## src/t8wo_map.vh

```
// Constants for the 8-bit timer waveform output control block.
// Assumes inclusion by bare name from the design files.
`ifndef T8WO_MAP_VH
`define T8WO_MAP_VH

// Register offsets
`define T8WO_CTRL_A_OFS 8'h30
`define T8WO_COUNT_OFS 8'h3d
`define T8WO_STATUS_OFS 8'h3e

// Control register A fields
`define T8WO_OUT_A_HI 7
`define T8WO_OUT_A_LO 6
`define T8WO_OUT_B_HI 5
`define T8WO_OUT_B_LO 4
`define T8WO_MODE_HI 1
`define T8WO_MODE_LO 0
`define T8WO_CTRL_WMASK 8'hf3
`define T8WO_CTRL_RESET 8'h00

// Waveform modes
`define T8WO_MODE_NORMAL 3'h0
`define T8WO_MODE_PC_FF 3'h1
`define T8WO_MODE_CTC 3'h2
`define T8WO_MODE_FAST_FF 3'h3
`define T8WO_MODE_RSV4 3'h4
`define T8WO_MODE_PC_CA 3'h5
`define T8WO_MODE_RSV6 3'h6
`define T8WO_MODE_FAST_CA 3'h7

// Output action codes
`define T8WO_ACT_OFF 2'h0
`define T8WO_ACT_TOGGLE 2'h1
`define T8WO_ACT_CLEAR 2'h2
`define T8WO_ACT_SET 2'h3

// Counter limits
`define T8WO_MAX 8'hff
`define T8WO_BOTTOM 8'h00

`endif

```

## src/t8wo_channel.v

```verilog
// One compare output channel: waveform flip-flop and pin takeover.
// Assumes event inputs are one-cycle pulses on timer ticks.
`timescale 1ns/1ps
`include "t8wo_map.vh"

module t8wo_channel (
    input wire clock,
    input wire resetn,
    input wire pwm_fast,
    input wire pwm_phase,
    input wire [1:0] action_field,
    input wire toggle_ok,
    input wire match,
    input wire at_bottom,
    input wire at_top,
    input wire counting_up,
    input wire cmp_is_top,
    output reg wave_out,
    output wire connected
);
    wire pwm = pwm_fast | pwm_phase;
    reg wave_next;

    // Code 01 in PWM modes only connects when toggling is allowed
    assign connected = (action_field != `T8WO_ACT_OFF) &&
        !(pwm && action_field == `T8WO_ACT_TOGGLE && !toggle_ok); // RULE1 RULE4 RULE6

    always @* begin
        wave_next = wave_out;
        if (!pwm) begin
            if (match) begin
                case (action_field) // RULE3
                    `T8WO_ACT_TOGGLE: wave_next = ~wave_out;
                    `T8WO_ACT_CLEAR: wave_next = 1'b0;
                    `T8WO_ACT_SET: wave_next = 1'b1;
                    default: wave_next = wave_out;
                endcase
            end
        end else if (action_field == `T8WO_ACT_TOGGLE) begin
            if (match && toggle_ok)
                wave_next = ~wave_out; // RULE4
        end else if (action_field[1]) begin
            if (pwm_fast) begin
                // Match ignored when compare equals top
                if (match && !cmp_is_top)
                    wave_next = action_field[0]; // RULE5 RULE6 RULE8
                else if (at_bottom)
                    wave_next = ~action_field[0]; // RULE5 RULE6 RULE8
            end else begin
                if (cmp_is_top) begin
                    if (at_top)
                        wave_next = ~action_field[0]; // RULE9
                end else if (match) begin
                    wave_next = counting_up ? action_field[0] : ~action_field[0]; // RULE7
                end
            end
        end
    end

    always @(posedge clock) begin
        if (!resetn)
            wave_out <= 1'b0;
        else
            wave_out <= wave_next;
    end
endmodule

```

## src/t8wo_top.v

```verilog
// Behaviour
// RULE1: A nonzero compare-output field makes the waveform output replace the port pin; PWM code 01 keeps the port pin except channel A with mode bit 2 set.
// RULE2: The pin is driven only while its direction bit selects output.
// RULE3: Non-PWM codes: off, toggle, clear, set on compare match.
// RULE4: In PWM, channel A code 01 toggles only when mode bit 2 is set.
// RULE5: Fast PWM channel A: 10 non-inverting, 11 inverting, edge at bottom.
// RULE6: Fast PWM channel B same as A; code 01 reserved in PWM.
// RULE7: Phase-correct: 10 clears on up match, sets on down match; 11 opposite.
// RULE8: Fast PWM with compare at top and upper bit: match ignored, bottom edge only.
// RULE9: Phase-correct with compare at top and upper bit: action taken at top.
// RULE10: Control bits 3 and 2 read zero and ignore writes.
// RULE11: Mode is two control bits plus a third bit from elsewhere.
// RULE12: Modes 0 and 2 count up, tops 0xFF and A, immediate update, overflow at MAX.
// RULE13: Fast modes 3 and 7: top 0xFF or A, update at bottom, overflow MAX/top.
// RULE14: Phase modes 1 and 5: top 0xFF or A, update at top, overflow at bottom.
// RULE15: Software never selects reserved modes 4 or 6.
// RULE16: MAX is 0xFF and BOTTOM is 0x00.
// RULE17: Control writes take effect on the next clock cycle.
//
// Mode and compare output control of an 8-bit timer/counter.
// Assumes timer_tick is a one-cycle enable from an outside prescaler.
`timescale 1ns/1ps
`include "t8wo_map.vh"

module t8wo_top (
    input wire clock,
    input wire resetn,
    input wire [7:0] reg_addr,
    input wire [7:0] reg_wdata,
    input wire reg_wr,
    input wire reg_rd,
    output reg [7:0] reg_rdata,
    input wire waveform_mode_bit2,
    input wire timer_tick,
    input wire [7:0] compare_value_a,
    input wire [7:0] compare_value_b,
    input wire ddr_a,
    input wire ddr_b,
    input wire port_a_data,
    input wire port_b_data,
    output wire pin_a_out,
    output wire pin_a_oe,
    output wire pin_b_out,
    output wire pin_b_oe,
    output wire wave_out_a,
    output wire wave_out_b,
    output reg [7:0] count_value,
    output reg overflow_flag,
    output reg match_a,
    output reg match_b
);
    reg [7:0] ctrl_reg;
    reg [7:0] ctrl_next;
    reg up_reg;
    reg up_next;
    reg [7:0] cmp_a_reg;
    reg [7:0] cmp_b_reg;
    reg [7:0] count_next;
    reg [7:0] top_val;
    reg upd_now;
    reg ovf_now;

    wire [2:0] waveform_mode_field;
    wire [1:0] out_a_action_field;
    wire [1:0] out_b_action_field;
    wire pwm_fast;
    wire pwm_phase;
    wire top_from_a;
    wire at_top;
    wire at_bottom_evt;
    wire [1:0] wave_vec;
    wire [1:0] conn_vec;
    wire [1:0] ddr_vec;
    wire [1:0] port_vec;
    wire [1:0] match_vec;
    wire [1:0] cmp_top_vec;
    wire [3:0] field_vec;

    // Fast PWM decode
    function is_fast;
        input [2:0] m;
        begin
            is_fast = (m == `T8WO_MODE_FAST_FF) || (m == `T8WO_MODE_FAST_CA);
        end
    endfunction

    // Phase-correct PWM decode
    function is_phase;
        input [2:0] m;
        begin
            is_phase = (m == `T8WO_MODE_PC_FF) || (m == `T8WO_MODE_PC_CA);
        end
    endfunction

    assign out_a_action_field = ctrl_reg[`T8WO_OUT_A_HI:`T8WO_OUT_A_LO];
    assign out_b_action_field = ctrl_reg[`T8WO_OUT_B_HI:`T8WO_OUT_B_LO];
    assign waveform_mode_field = {waveform_mode_bit2,
        ctrl_reg[`T8WO_MODE_HI:`T8WO_MODE_LO]}; // RULE11
    // Reserved modes fall back to plain counting
    assign pwm_fast = is_fast(waveform_mode_field); // RULE15
    assign pwm_phase = is_phase(waveform_mode_field); // RULE15
    assign top_from_a = (waveform_mode_field == `T8WO_MODE_CTC) ||
        (waveform_mode_field == `T8WO_MODE_PC_CA) ||
        (waveform_mode_field == `T8WO_MODE_FAST_CA);

    always @* begin
        top_val = top_from_a ? cmp_a_reg : `T8WO_MAX; // RULE12 RULE13 RULE14 RULE16
    end

    assign at_top = timer_tick && (count_value == top_val);
    // Fast PWM wraps to bottom on the tick at top
    assign at_bottom_evt = at_top && pwm_fast; // RULE5 RULE16

    // Control register write, bits 3:2 never stored
    always @* begin
        ctrl_next = ctrl_reg;
        if (reg_wr && reg_addr == `T8WO_CTRL_A_OFS)
            ctrl_next = reg_wdata & `T8WO_CTRL_WMASK; // RULE10
    end

    always @(posedge clock) begin
        if (!resetn)
            ctrl_reg <= `T8WO_CTRL_RESET;
        else
            ctrl_reg <= ctrl_next; // RULE17
    end

    // Read port, data one cycle after strobe
    always @(posedge clock) begin
        if (!resetn) begin
            reg_rdata <= 8'h00;
        end else if (reg_rd) begin
            case (reg_addr)
                `T8WO_CTRL_A_OFS: reg_rdata <= ctrl_reg & `T8WO_CTRL_WMASK; // RULE10
                `T8WO_COUNT_OFS: reg_rdata <= count_value;
                `T8WO_STATUS_OFS: reg_rdata <= {4'h0, up_reg, conn_vec[0] | conn_vec[1], wave_vec};
                default: reg_rdata <= 8'h00;
            endcase
        end else begin
            reg_rdata <= 8'h00;
        end
    end

    // Counter sequence and direction
    always @* begin
        count_next = count_value;
        up_next = up_reg;
        if (timer_tick) begin
            if (pwm_phase) begin
                if (up_reg) begin
                    if (count_value == top_val) begin
                        up_next = 1'b0; // RULE14
                        count_next = count_value - 8'h01;
                    end else begin
                        count_next = count_value + 8'h01;
                    end
                end else begin
                    if (count_value == `T8WO_BOTTOM) begin
                        up_next = 1'b1; // RULE14 RULE16
                        count_next = count_value + 8'h01;
                    end else begin
                        count_next = count_value - 8'h01;
                    end
                end
            end else begin
                up_next = 1'b1;
                if (count_value == top_val)
                    count_next = `T8WO_BOTTOM; // RULE12 RULE13
                else
                    count_next = count_value + 8'h01;
            end
        end
    end

    // Compare buffer update point and overflow point per mode
    always @* begin
        upd_now = 1'b0;
        ovf_now = 1'b0;
        case (waveform_mode_field)
            `T8WO_MODE_FAST_FF: begin
                upd_now = at_top; // RULE13
                ovf_now = timer_tick && count_value == `T8WO_MAX; // RULE13
            end
            `T8WO_MODE_FAST_CA: begin
                upd_now = at_top; // RULE13
                ovf_now = at_top; // RULE13
            end
            `T8WO_MODE_PC_FF, `T8WO_MODE_PC_CA: begin
                upd_now = at_top && up_reg; // RULE14
                ovf_now = timer_tick && !up_reg && count_value == `T8WO_BOTTOM; // RULE14
            end
            default: begin
                upd_now = 1'b1; // RULE12
                ovf_now = timer_tick && count_value == `T8WO_MAX; // RULE12
            end
        endcase
    end

    always @(posedge clock) begin
        if (!resetn) begin
            count_value <= `T8WO_BOTTOM;
            up_reg <= 1'b1;
            cmp_a_reg <= 8'h00;
            cmp_b_reg <= 8'h00;
            overflow_flag <= 1'b0;
            match_a <= 1'b0;
            match_b <= 1'b0;
        end else begin
            count_value <= count_next;
            up_reg <= up_next;
            if (upd_now) begin
                cmp_a_reg <= compare_value_a;
                cmp_b_reg <= compare_value_b;
            end
            overflow_flag <= ovf_now;
            match_a <= match_vec[0];
            match_b <= match_vec[1];
        end
    end

    assign field_vec = {out_b_action_field, out_a_action_field};
    assign ddr_vec = {ddr_b, ddr_a};
    assign port_vec = {port_b_data, port_a_data};
    assign match_vec[0] = timer_tick && (count_value == cmp_a_reg);
    assign match_vec[1] = timer_tick && (count_value == cmp_b_reg);
    assign cmp_top_vec[0] = (cmp_a_reg == top_val);
    assign cmp_top_vec[1] = (cmp_b_reg == top_val);

    genvar ch;
    generate
        for (ch = 0; ch < 2; ch = ch + 1) begin : g_chan
            t8wo_channel u_chan (
                .clock(clock),
                .resetn(resetn),
                .pwm_fast(pwm_fast),
                .pwm_phase(pwm_phase),
                .action_field(field_vec[2 * ch + 1 -: 2]),
                .toggle_ok((ch == 0) ? waveform_mode_bit2 : 1'b0),
                .match(match_vec[ch]),
                .at_bottom(at_bottom_evt),
                .at_top(at_top && pwm_phase),
                .counting_up(up_reg),
                .cmp_is_top(cmp_top_vec[ch]),
                .wave_out(wave_vec[ch]),
                .connected(conn_vec[ch])
            );
        end
    endgenerate

    assign wave_out_a = wave_vec[0];
    assign wave_out_b = wave_vec[1];
    // Pin takes the waveform when connected, driver follows direction bit
    assign pin_a_out = conn_vec[0] ? wave_vec[0] : port_vec[0]; // RULE1
    assign pin_b_out = conn_vec[1] ? wave_vec[1] : port_vec[1]; // RULE1
    assign pin_a_oe = ddr_vec[0]; // RULE2
    assign pin_b_oe = ddr_vec[1]; // RULE2
endmodule

```

## config.mk

```make
export PLATFORM = sky130hd
export DESIGN_NAME = t8wo_top
export DESIGN_NICKNAME = d
export VERILOG_FILES = /design/src/t8wo_channel.v /design/src/t8wo_top.v
export VERILOG_INCLUDE_DIRS = /design/src
export SDC_FILE = /design/constraint.sdc
export NUM_CORES = 1
export LEC_CHECK = 0
export ABC_AREA = 1
export BUFFER_PORTS_ARGS = -buffer_cell sky130_fd_sc_hd__buf_2
export CAP_MARGIN = 5
export CORE_ASPECT_RATIO = 2
export CORE_MARGIN = 2
export CORE_UTILIZATION = 52
export DETAILED_ROUTE_END_ITERATION = 6
export PLACE_DENSITY_LB_ADDON = 0.2
export SETUP_SLACK_MARGIN = 0.2
export SYNTH_ARGS = -nofsm -noshare
export SYNTH_HDL_FRONTEND = slang
export SYNTH_SLANG_ARGS = --single-unit
```

## constraint.sdc

```tcl
create_clock -name clock -period 3.8 [get_ports clock]
set_clock_uncertainty 0.2 [all_clocks]
set_input_delay 0.38 -clock clock [delete_from_list [all_inputs] [get_ports clock]]
set_output_delay 0.38 -clock clock [all_outputs]
set_load 0.03 [all_outputs]
```

== After elaboration in Yosys (flattened, before gate mapping) ==
Index checks and enable logic that the tools add are counted.
Storage, ports and cells
  register bits: 44
  input port bits: 42
  output and inout bits: 25
  word-level logic and storage cells: 129
Cells by class
  add/sub/neg operators: 2
  equality and inequality tests: 28
  mux-type cells: 40
  bitwise logic cells: 6
  reductions and logical operators: 42
Operator list (number)
  two-way mux 8 bit: 6
  equality test 8 bit: 5
  two-way mux 1 bit: 29
  equality test 8 x 6 -> 1 bit, second input constant: 3
  one-hot mux 8 bit (3 select lines): 1
  logical AND 1 bit: 18
  nonzero test 4 bit: 4
  AND reduction 7 bit: 2
  adder 8 x 1 -> 8 bit, second input constant: 1
  equality test 2 bit, second input constant: 4
  equality test 8 bit, second input constant: 1
  zero test 8 bit: 1
  nonzero test 2 bit: 4
  subtractor 8 x 1 -> 8 bit, second input constant: 1
  equality test 3 x 2 -> 1 bit, second input constant: 2
  equality test 3 bit, second input constant: 2
  zero test 1 bit: 6
  != test 3 bit, second input constant: 2
  one-hot mux 1 bit (3 select lines): 2
  != test 5 x 3 -> 1 bit, second input constant: 1
  != test 5 bit, second input constant: 1
  equality test 2 x 1 -> 1 bit, second input constant: 2
  logical OR 1 bit: 4
  != test 2 bit, second input constant: 2
  other kinds (8): 14

== Depth between registers and ports, before layout ==
Gate-level depths: netlist of the first run.
  depth in word-level cells: 13
  gate-level depth with buffers: 18
  depth with buffers taken out: 18

== By module ==
A second synthesis of the first run with hierarchy kept.
Second synthesis, totals
  cells, all modules: 468
  area, all modules: 2985.4 um2
By module, submodules not included
  t8wo_top: times used 1, cells each 390, area each 2580.0 um2, sequential area each 840.8 um2
  t8wo_channel: times used 2, cells each 39, area each 202.7 um2, sequential area each 20.0 um2

== Worst setup path after synthesis of the first run ==
No wires, ideal clock.
  path kind: reg-to-reg
  start: register count_value[4]
  end: register cmp_a_reg[3]
  setup time: 120 ps
  arrival time: 1798 ps
  data required time: 3480 ps
  setup slack: 1682 ps
  stages on the path, launching flop included: 12
  path buffers: 2
  period minus slack after synthesis: 2118 ps
  cell sequence: dfxtp_1 > clkbuf_1 > xor2_1 > o21ai_1 > nand2_1 > nor2_2 > nand4_1 > nand2_1 > nand2_2 > buf_6 > o21ai_1 > a21oi_1
On the way
  cells in the longest elaborated chain, start to end: 4
Ends and longest elaborated chain
  start: declaration: RTL line t8wo_top.v:47  | output reg [7:0] count_value,
  start signal: assignment: RTL line t8wo_top.v:201  | count_value <= `T8WO_BOTTOM;
  start signal: assignment: RTL line t8wo_top.v:209  | count_value <= count_next;
  equality test 8 bit *: RTL line t8wo_top.v:110  | assign at_top = timer_tick && (count_value == top_val);
  logical AND 1 bit *: RTL line t8wo_top.v:110
  logical AND 1 bit: RTL line t8wo_top.v:189  | upd_now = at_top && up_reg;
  one-hot mux 1 bit (2 select lines) *: RTL line t8wo_top.v:179  | case (waveform_mode_field)
  end signal: assignment: RTL line t8wo_top.v:212  | cmp_a_reg <= compare_value_a;
  end: declaration: RTL line t8wo_top.v:56  | reg [7:0] cmp_a_reg;
Mark *: on every way between the ends. The rest lies on a longest branch, timed or not.
A chain may end at the register's enable or synchronous reset.

== Worst setup path in the final report of the first run ==
  start: register ctrl_reg[0]
  end: register cmp_b_reg[7]
On the way
  cells in the longest elaborated chain, start to end: 8
  elaborated cells between the ends (all ways): 14
  classes of those cells: eq/ne: 6; mux: 2; reduce/logical: 6
Ends and longest elaborated chain
  start: declaration: RTL line t8wo_top.v:52  | reg [7:0] ctrl_reg;
  start signal: assignment: RTL line t8wo_top.v:123  | ctrl_reg <= `T8WO_CTRL_RESET;
  start signal: assignment: RTL line t8wo_top.v:125  | ctrl_reg <= ctrl_next;
  equality test 3 x 2 -> 1 bit (no line) / equality test 3 bit (equally long branches)
  logical OR 1 bit (2 in series): RTL line t8wo_top.v:102  | assign top_from_a = (waveform_mode_field == `T8WO_MODE_CTC) ||
  two-way mux 8 bit (no line)
  equality test 8 bit: RTL line t8wo_top.v:110
  logical AND 1 bit: RTL line t8wo_top.v:110
  logical AND 1 bit: RTL line t8wo_top.v:189
  one-hot mux 1 bit (2 select lines) *: RTL line t8wo_top.v:179
  end signal: assignment: RTL line t8wo_top.v:213  | cmp_b_reg <= compare_value_b;
  end: declaration: RTL line t8wo_top.v:57  | reg [7:0] cmp_b_reg;
Marks and branches as above.

==> results.md, run 1 <==
- The fraction of synthesized area in multiplexers is 0.
- The power per cell area is 332 mW/mm^2.
- The global-route wire length before repair is 14,700 um.
- In this run, post-CTS repair resized a total of 0 instances.
- The dominant cell type by area after synthesis is sky130_fd_sc_hd__dfxtp_1.
- The area growth from synthesis to layout is 13.6%.
- The clock tree from TritonCTS is done.
- The root buffer cell chosen for the clock tree is sky130_fd_sc_hd__clkbuf_8.
- The simple logic cell fraction of the synthesized area is 0.335.
- Summed over all nets, the half-perimeter wirelength after detailed placement is 6930 um.
- The core area is 0.00547 mm^2.
- The number of antenna diodes in the final layout is 0.
- In this run the worst path has a maximum fanout of 32.
- The number of maximum-capacitance constraint violations is 0.
- The count of final setup violators is 0.
- The maximum number of pins on one net before global-route repair is 34.
- The final-report max-slew violation count is 0.
- The clock passes through at most 2 buffers.
- Headroom to the max-slew limit came out at 0.627.
- The critical-path cell with the highest stage delay is sky130_fd_sc_hd__dfxtp_1.
- The combinational family with the most area after synthesis is simple AND/OR/NAND/NOR gates.
- The clock latency of the later-clocked register in the worst-skew pair is 310 ps.
- In the final layout, the share of cells above drive strength 1 is 0.160.
- STA classifies the critical path startpoint as a flop.
- For this configuration, the core starts out at a cell density of 0.541.
- Yosys mapped the design onto 39 distinct sky130hd cell types.
- Setup repair after global routing left no endpoint under its margin.
- The number of instances in the placed design is 567.
- For this design, the sink count on the clock tree is 44.
- After layout, the design draws a total of 1.12 mW.
- Measured along the x axis, the die boundary spans 57.3 um.
- In the synthesized netlist the async set-or-reset flop fraction comes to 0.
- The largest single stage delay on the critical path is 620 ps.
- The cell type with the highest occurrence count on the critical path is sky130_fd_sc_hd__nand2_1.
- In this run, the number of DRC markers left after iteration 0 of detailed routing was 257.
- The number of placed I/O pins is 67.
- The portion of the post-synthesis area used by sequential elements is 0.298.
- The number of optimization iterations in the first detailed-route pass is 4.
- For this run, the leading register cell type out of synthesis is sky130_fd_sc_hd__dfxtp_1.
- The number of hold buffers added after CTS was 0.
- The synthesized flop and latch total is 44.
- The worst setup path category is flop to flop.
- For this design the static power due to leakage is 1.59 nW.
- Once layout is complete, the cells apart from fillers number 574.
- The clock slew seen by the registers of the worst setup and hold paths is 80 ps.
- The worst-case vdd ir drop is 0.000430 V.
- The total DRC errors in the routed layout is 0.
- The post-synthesis instance area is 0.00296 mm^2.
- The period utilization is 0.766.
- The maximum level of the CTS H-tree is 2.
- The via count of the first global-routing pass is 3,136.
- The total global routing overflow is 0.
- The worst register-to-register path has a setup slack of 890 ps.
- Measured along the y axis, the die boundary spans 111 um.
- The number of buffers inserted to repair setup after CTS is 0.
- The CTS buffer count is 5.
- Timing would allow up to 343 MHz.
- The die covers 0.00635 mm^2.
- The routed design has 9100 um of wire.
- The commonest cells after synthesis are 97 x sky130_fd_sc_hd__nand2_1, 52 x sky130_fd_sc_hd__inv_1, 47 x sky130_fd_sc_hd__nor2_1.
- The average routed wire per standard cell is 15.9 um.
- The fraction of the mapped netlist area in compound gates is 0.192.
- The number of nets in the synthesized netlist is 513.
- Of the total synthesized cell area, the portion taken by full adders, half adders and majority gates is 0.0254.
- The critical path goes through inv_2 -> nand2_4 -> nand3_1 -> nand2_1 -> nand2_1 -> nor3_4 -> nand4_1 -> nand2_1 -> nand2_2 -> o21ai_0 -> a21oi_1.
- Summed over all failing endpoints, the final setup total negative slack is 0 ps.
- Measured on the finished design, the core utilization comes to 0.615.
- Routability-driven placement finished with a final weighted congestion of 0.984.
- The final hold violation count is 0.
- The count of warnings emitted by yosys is 0.
- The count of buffers added on input and output ports is 60.
- At the pin with the least slew margin, the transition time is 560 ps.
- The flow ran to the end, and the final reports show no timing, DRC or antenna violations.
- The floorplan has 38 rows.
- The data required time at the worst endpoint is 3780 ps.
- The worst slack on hold paths is 130 ps.
- The arrival time of data at the critical path endpoint is 2890 ps.
- The class of the tightest hold or removal check is primary input to flop.
- The sort of element at the end of the critical path is a flop.
- The parity-gate share of the synthesized area counting xor and xnor cells is 0.0414.
- The routed layout has 3,337 vias.
- The number of nets with antenna violations after routing is 0.
- The area share of the leading cell type in the synthesized netlist is 0.298.
- The number of antenna violations at the first check in global routing came to 0.
- The mean post-synth cell area is 6.36 um^2.
- By instance count, the leading cell after synthesis is sky130_fd_sc_hd__nand2_1.
- Using the TritonRoute via totals, the vias-per-cell ratio works out to 5.81.
- In the final design database the tool counted 562 nets.
- The clock period minus final worst setup slack is 2910 ps.
- The synthesized design contains 0 enable-type register cells.
- Ranked by total cell area, the synthesized netlist is headed by sky130_fd_sc_hd__dfxtp_1 30%, sky130_fd_sc_hd__nand2_1 12%, sky130_fd_sc_hd__inv_1 6.6%.
- The cell count after synthesis came out at 465.
- The all-layer global routing usage is 0.298.
## cells in the final DEF (no fill, tap or decap), types with 2 or more instances in the layout
| master | count |
|---|---|
| sky130_fd_sc_hd__nand2_1 | 97 |
| sky130_fd_sc_hd__buf_2 | 60 |
| sky130_fd_sc_hd__inv_1 | 52 |
| sky130_fd_sc_hd__nor2_1 | 47 |
| sky130_fd_sc_hd__dfxtp_1 | 44 |
| sky130_fd_sc_hd__a21oi_1 | 38 |
| sky130_fd_sc_hd__nand3_1 | 33 |
| sky130_fd_sc_hd__o21ai_0 | 31 |
| sky130_fd_sc_hd__o21ai_1 | 18 |
| sky130_fd_sc_hd__nand4_1 | 17 |
| sky130_fd_sc_hd__xor2_1 | 12 |
| sky130_fd_sc_hd__o22ai_1 | 9 |
| sky130_fd_sc_hd__ha_1 | 6 |
| sky130_fd_sc_hd__nor3_1 | 5 |
| sky130_fd_sc_hd__clkbuf_8 | 5 |
| sky130_fd_sc_hd__inv_2 | 4 |
| sky130_fd_sc_hd__nand2_2 | 4 |
| sky130_fd_sc_hd__a31oi_1 | 3 |
| sky130_fd_sc_hd__nor3b_1 | 3 |
| sky130_fd_sc_hd__nor4_1 | 2 |
| sky130_fd_sc_hd__xnor2_1 | 2 |
| sky130_fd_sc_hd__a21oi_2 | 2 |
| sky130_fd_sc_hd__nand2b_1 | 2 |
| sky130_fd_sc_hd__nand3b_1 | 2 |
| sky130_fd_sc_hd__bufinv_16 | 2 |
## layout make-up
class | count | area (um^2)
clock buffers | 5 | 68.8
clock inverters | 2 | 60.1
fillers | 570 | 2110
inverters | 56 | 210
multi-input cells | 346 | 1760
flip-flops and latches | 44 | 881
well taps | 60 | 75.1
repair buffers | 61 | 308
## kinds of logic (layout without fill, tap and decap cells)
group | count (synthesis) | count (layout)
compound gates | 106 | 106
simple gates | 220 | 220
buf+inv | 75 | 124
xor+xnor | 14 | 14
fa+ha+maj | 6 | 6
flops | 44 | 44
## worst paths after layout
| check | from | end | cells past startpoint |
|---|---|---|---|
| max reg2reg | ctrl_reg[0]$_SDFFE_PN0P_ | cmp_b_reg[7]$_SDFFE_PN0P_ | 11 |
| max | ctrl_reg[0]$_SDFFE_PN0P_ | cmp_b_reg[7]$_SDFFE_PN0P_ | 11 |
| min reg2reg | cmp_b_reg[5]$_SDFFE_PN0P_ | cmp_b_reg[5]$_SDFFE_PN0P_ | 2 |
| min | compare_value_a[6] | cmp_a_reg[6]$_SDFFE_PN0P_ | 3 |
## worst max-delay path: cells and delay by family (launching register included)
family	cells	cell delay [ps]
simple gates	8	1430
flops	1	620
compound gates	2	350
buf+inv	1	180
## per-layer routing
layer  up-vias  wire (um)  global-route usage
met5         -          0                   0
met4         0        477               0.178
met3        39        569              0.0373
met2       147       4720               0.517
met1      1504       3330               0.332
li1       1647          -                   -
## stage by stage
| stage | cell area [um^2] | setup WS [ps] |
|---|---|---|
| after floorplan | 2960 | 1680 |
| after global placement | 3230 | 1040 |
| after detailed placement | 3230 | 981 |
| after CTS | 3360 | 949 |
| after global routing | 3360 | 648 |
| final | 3360 | 887 |
## report_power, final
part	internal, mW	switching [mW]
Combinational	0.0662	0.118
Sequential	0.477	0.0254
Clock	0.259	0.171
Total	0.802	0.315
Power figures use the tool's default switching activity.
==> run 2: changes to the inputs <==
--- a/config.mk
+++ b/config.mk
@@ -11,7 +11,7 @@
 export CAP_MARGIN = 5
 export CORE_ASPECT_RATIO = 2
 export CORE_MARGIN = 2
-export CORE_UTILIZATION = 52
+export CORE_UTILIZATION = 49
 export DETAILED_ROUTE_END_ITERATION = 6
 export PLACE_DENSITY_LB_ADDON = 0.2
 export SETUP_SLACK_MARGIN = 0.2
==> constraint.sdc (replaced) <==
create_clock -name clock -period 2.6 [get_ports clock]
set_clock_uncertainty 0.2 [all_clocks]
set_input_delay 0.26 -clock clock [delete_from_list [all_inputs] [get_ports clock]]
set_output_delay 0.26 -clock clock [all_outputs]
set_load 0.03 [all_outputs]
==> run 2 against run 1 <==
Compared with the run above: the run now ends with DRC left; power increased by 60%; final cell count increased by 4.5%; design area up 7.2%; global-route usage is 2.6 points lower; critical path depth unchanged; hold slack got worse by 95 ps; sequential share of layout area shrank 1.7 points; sequential power rose by 44%; critical endpoint is now cmp_a_reg[1]$_SDFFE_PN0P_; non-clock buffer count increased by 20.
==> results.md, run 2 (synthesis results as in run 1) <==
- The sum of negative setup slack is 0 ps (unchanged).
- The maximum number of pins on one net before global-route repair is 34 (unchanged).
- The clock latency of the later-clocked register in the worst-skew pair came to 290 ps (-20 ps).
- The via density per instance is 5.52 (-5.1%).
- The clock tree from TritonCTS is done.
- The CTS buffer count was 5 (unchanged).
- The clock slew seen by the registers of the worst setup and hold paths is 70 ps (about the same).
- The start point of the worst hold path is compare_value_b[3].
- The count of final setup violators is 0 (unchanged).
- The arrival time of data at the critical path endpoint came to 2320 ps (-570 ps).
- The final-report max-slew violation count is 0 (unchanged).
- The first-iteration detailed-routing DRC count came to 156 (-39%).
- The number of instances in the placed design is 588 (+3.7%).
- The worst-case vdd ir drop is 0.000405 V (-5.8%).
- The half-perimeter wire length after placement is 6620 um (-4.4%).
- The number of antenna violations at the first check in global routing is 0 (unchanged).
- The all-layer global routing usage is 0.272 (-0.0265).
- The total global routing overflow came to 0 (unchanged).
- The maximum level of the CTS H-tree is 2 (unchanged).
- The row count is 40 (+5.3%).
- The full die area came to 0.00671 mm^2 (+5.8%).
- The clock sink total is 44 (unchanged).
- The antenna diode instance count is 0 (unchanged).
- The wire length reported by the detailed router is 8730 um (-4.1%).
- The number of nets with antenna violations after routing is 0 (unchanged).
- The number of hold-repair buffers added at the cts stage is 0 (unchanged).
- The total design power is 1.79 mW (+60%).
- The height of the die is 114 um (+2.9%).
- The most critical setup path has its startpoint at count_value[0]$_SDFFE_PN0P_.
- The leakage power figure is 1.74 nW (+9.5%).
- STA classifies the critical path startpoint as a flop.
- The worst path setup slack after routing came to 294 ps (-593 ps).
- The fraction of layout instances using a drive strength above 1 was 0.199 (+0.0397).
- The gate family responsible for the most delay along the worst path is simple AND/OR/NAND/NOR gates.
- The clock period minus final worst setup slack is 2310 ps (-607 ps).
- The period utilization came to 0.887 (+0.120).
- The tightest min-delay check is of the primary input to flop type.
- The via count of the first global-routing pass is 2,941 (-6.2%).
- The area growth from synthesis to layout is 21.8%.
- The total buffers and inverters traversed by the critical path is 2 (+1).
- The number of standard cells in the layout, taps in and fillers out is 600 (+4.5%).
- The clock root buffer is sky130_fd_sc_hd__clkbuf_16.
- The most common cell after layout, fill and taps aside is sky130_fd_sc_hd__nand2_1.
- The placer congestion estimate is 0.947 (-3.8%).
- The maximum clock rate is 434 MHz (+26%).
- The worst max-slew margin expressed relative to the limit is 0.505 (-0.122).
- Setup repair after global routing could not meet its margin everywhere.
- The worst register-to-register path begins at count_value[0]$_SDFFE_PN0P_.
- The cell type with the highest occurrence count on the critical path is sky130_fd_sc_hd__nand2_1.
- The number of optimization iterations in the first detailed-route pass is 6 (+2).
- The slew at the pin closest to its max-slew limit is 735 ps (+175 ps).
- The final hold violation count came to 0 (unchanged).
- The maximum net fanout on the critical path came to 12 (-63%).
- The number of placed I/O pins came to 67 (unchanged).
- The initial standard-cell utilization of the core was 0.501 (-0.0401).
- The power per cell area was 495 mW/mm^2 (+49%).
- In the layout the commonest cells are 96 x sky130_fd_sc_hd__nand2_1, 60 x sky130_fd_sc_hd__buf_2, 52 x sky130_fd_sc_hd__inv_1.
- The worst slack on hold paths is 34.5 ps (-95.1 ps).
- The critical path in this run is classified as flop to flop.
- The average routed wire per standard cell came to 14.6 um (-8.2%).
- The total DRC errors in the routed layout is 2 (+2).
- The core area is 0.00591 mm^2 (+8.0%).
- The global-route wire length before repair came to 13,900 um (-5.8%).
- The detailed-route via count is 3,309 (-0.84%).
- The maximum clock path buffer count came to 2 (unchanged).
- The stage delay of the slowest cell on the critical path came to 510 ps (-110 ps).
- The count of input and output buffers is 60 (unchanged).
- The number of nets at the end of the flow came to 584 (+3.9%).
- Walking the worst path, the cells encountered are inv_2 -> nand2_1 -> nand2_1 -> nand2_1 -> nand2_1 -> nor3_4 -> nand4_1 -> nand2_2 -> nand2_4 -> buf_6 -> a21oi_1.
- On the critical path, the stage with the largest delay is an instance of sky130_fd_sc_hd__dfxtp_1.
- The number of maximum-capacitance constraint violations is 0 (unchanged).
- STA classifies the critical path endpoint as a flop.
- The run finished, with violations left.
- The worst slack after detailed placement is 109 ps (-872 ps).
- The data required time at the worst endpoint was 2620 ps (-1160 ps).
- The floorplan die width is 59.0 um (+2.8%).
- The final reports fail on DRC.
-- run 2: cell count changes in the layout (fill, tap and decap cells not counted), moves of 2 or more --
| cell | change |
|---|---|
| sky130_fd_sc_hd__nand2_4 | +2 |
| sky130_fd_sc_hd__clkbuf_8 | -3 |
| sky130_fd_sc_hd__buf_4 | +19 |
| sky130_fd_sc_hd__clkbuf_16 | +5 |
-- run 2: power by group --
group | internal, mW | leakage (nW) | switching [mW]
clock | 0.506 | 0.0901 | 0.264
combinational | 0.112 | 1.29 | 0.179
sequential | 0.698 | 0.361 | 0.0277
-- run 2: through the flow --
| stage | cell area, um^2 | util |
|---|---|---|
| final | 3600 | 0.610 |
| after global routing | 3600 | 0.610 |
| after CTS | 3560 | 0.603 |
| after detailed placement | 3370 | 0.571 |
| after global placement | 3370 | 0.571 |
| after floorplan | 2960 | - |
-- run 2: final cells by class --
class,count,area [um^2]
fill,602,2300
inverter,56,210
sequential,44,882
multi-input combinational,348,1790
timing repair buffer,81,462
clock buffer,7,153
clock inverter,1,30.0
tap,63,78.8
-- run 2: path summary, 6_finish.rpt --
kind,end,cells after the start,slack [ps]
min,cmp_b_reg[3]$_SDFFE_PN0P_,3,30
min reg2reg,cmp_b_reg[0]$_SDFFE_PN0P_,2,330
max,cmp_a_reg[1]$_SDFFE_PN0P_,11,290
max reg2reg,cmp_a_reg[1]$_SDFFE_PN0P_,11,290
-- run 2: per-layer routing --
| metal | up-vias | GRT usage | wire length, um |
|---|---|---|---|
| li1 | 1692 | - | - |
| met1 | 1484 | 0.342 | 3530 |
| met2 | 110 | 0.448 | 4390 |
| met3 | 23 | 0.0420 | 485 |
| met4 | 0 | 0.117 | 319 |
| met5 | - | 0 | 0 |
-- run 2: what timing repair did --
item | CTS | global route
hold endpoints to repair | 0 | 0
resized for setup | 1 | 6
cloned | 0 | 2
endpoints found under the setup margin | 10 | 23
pin swaps | 0 | 5
buffers inserted | 0 | 2
-- run 2: tightest hold or removal path, delay by kind of cell --
family / cells / cell delay [ps]
buf+inv: 1 / 70
compound gates: 2 / 160
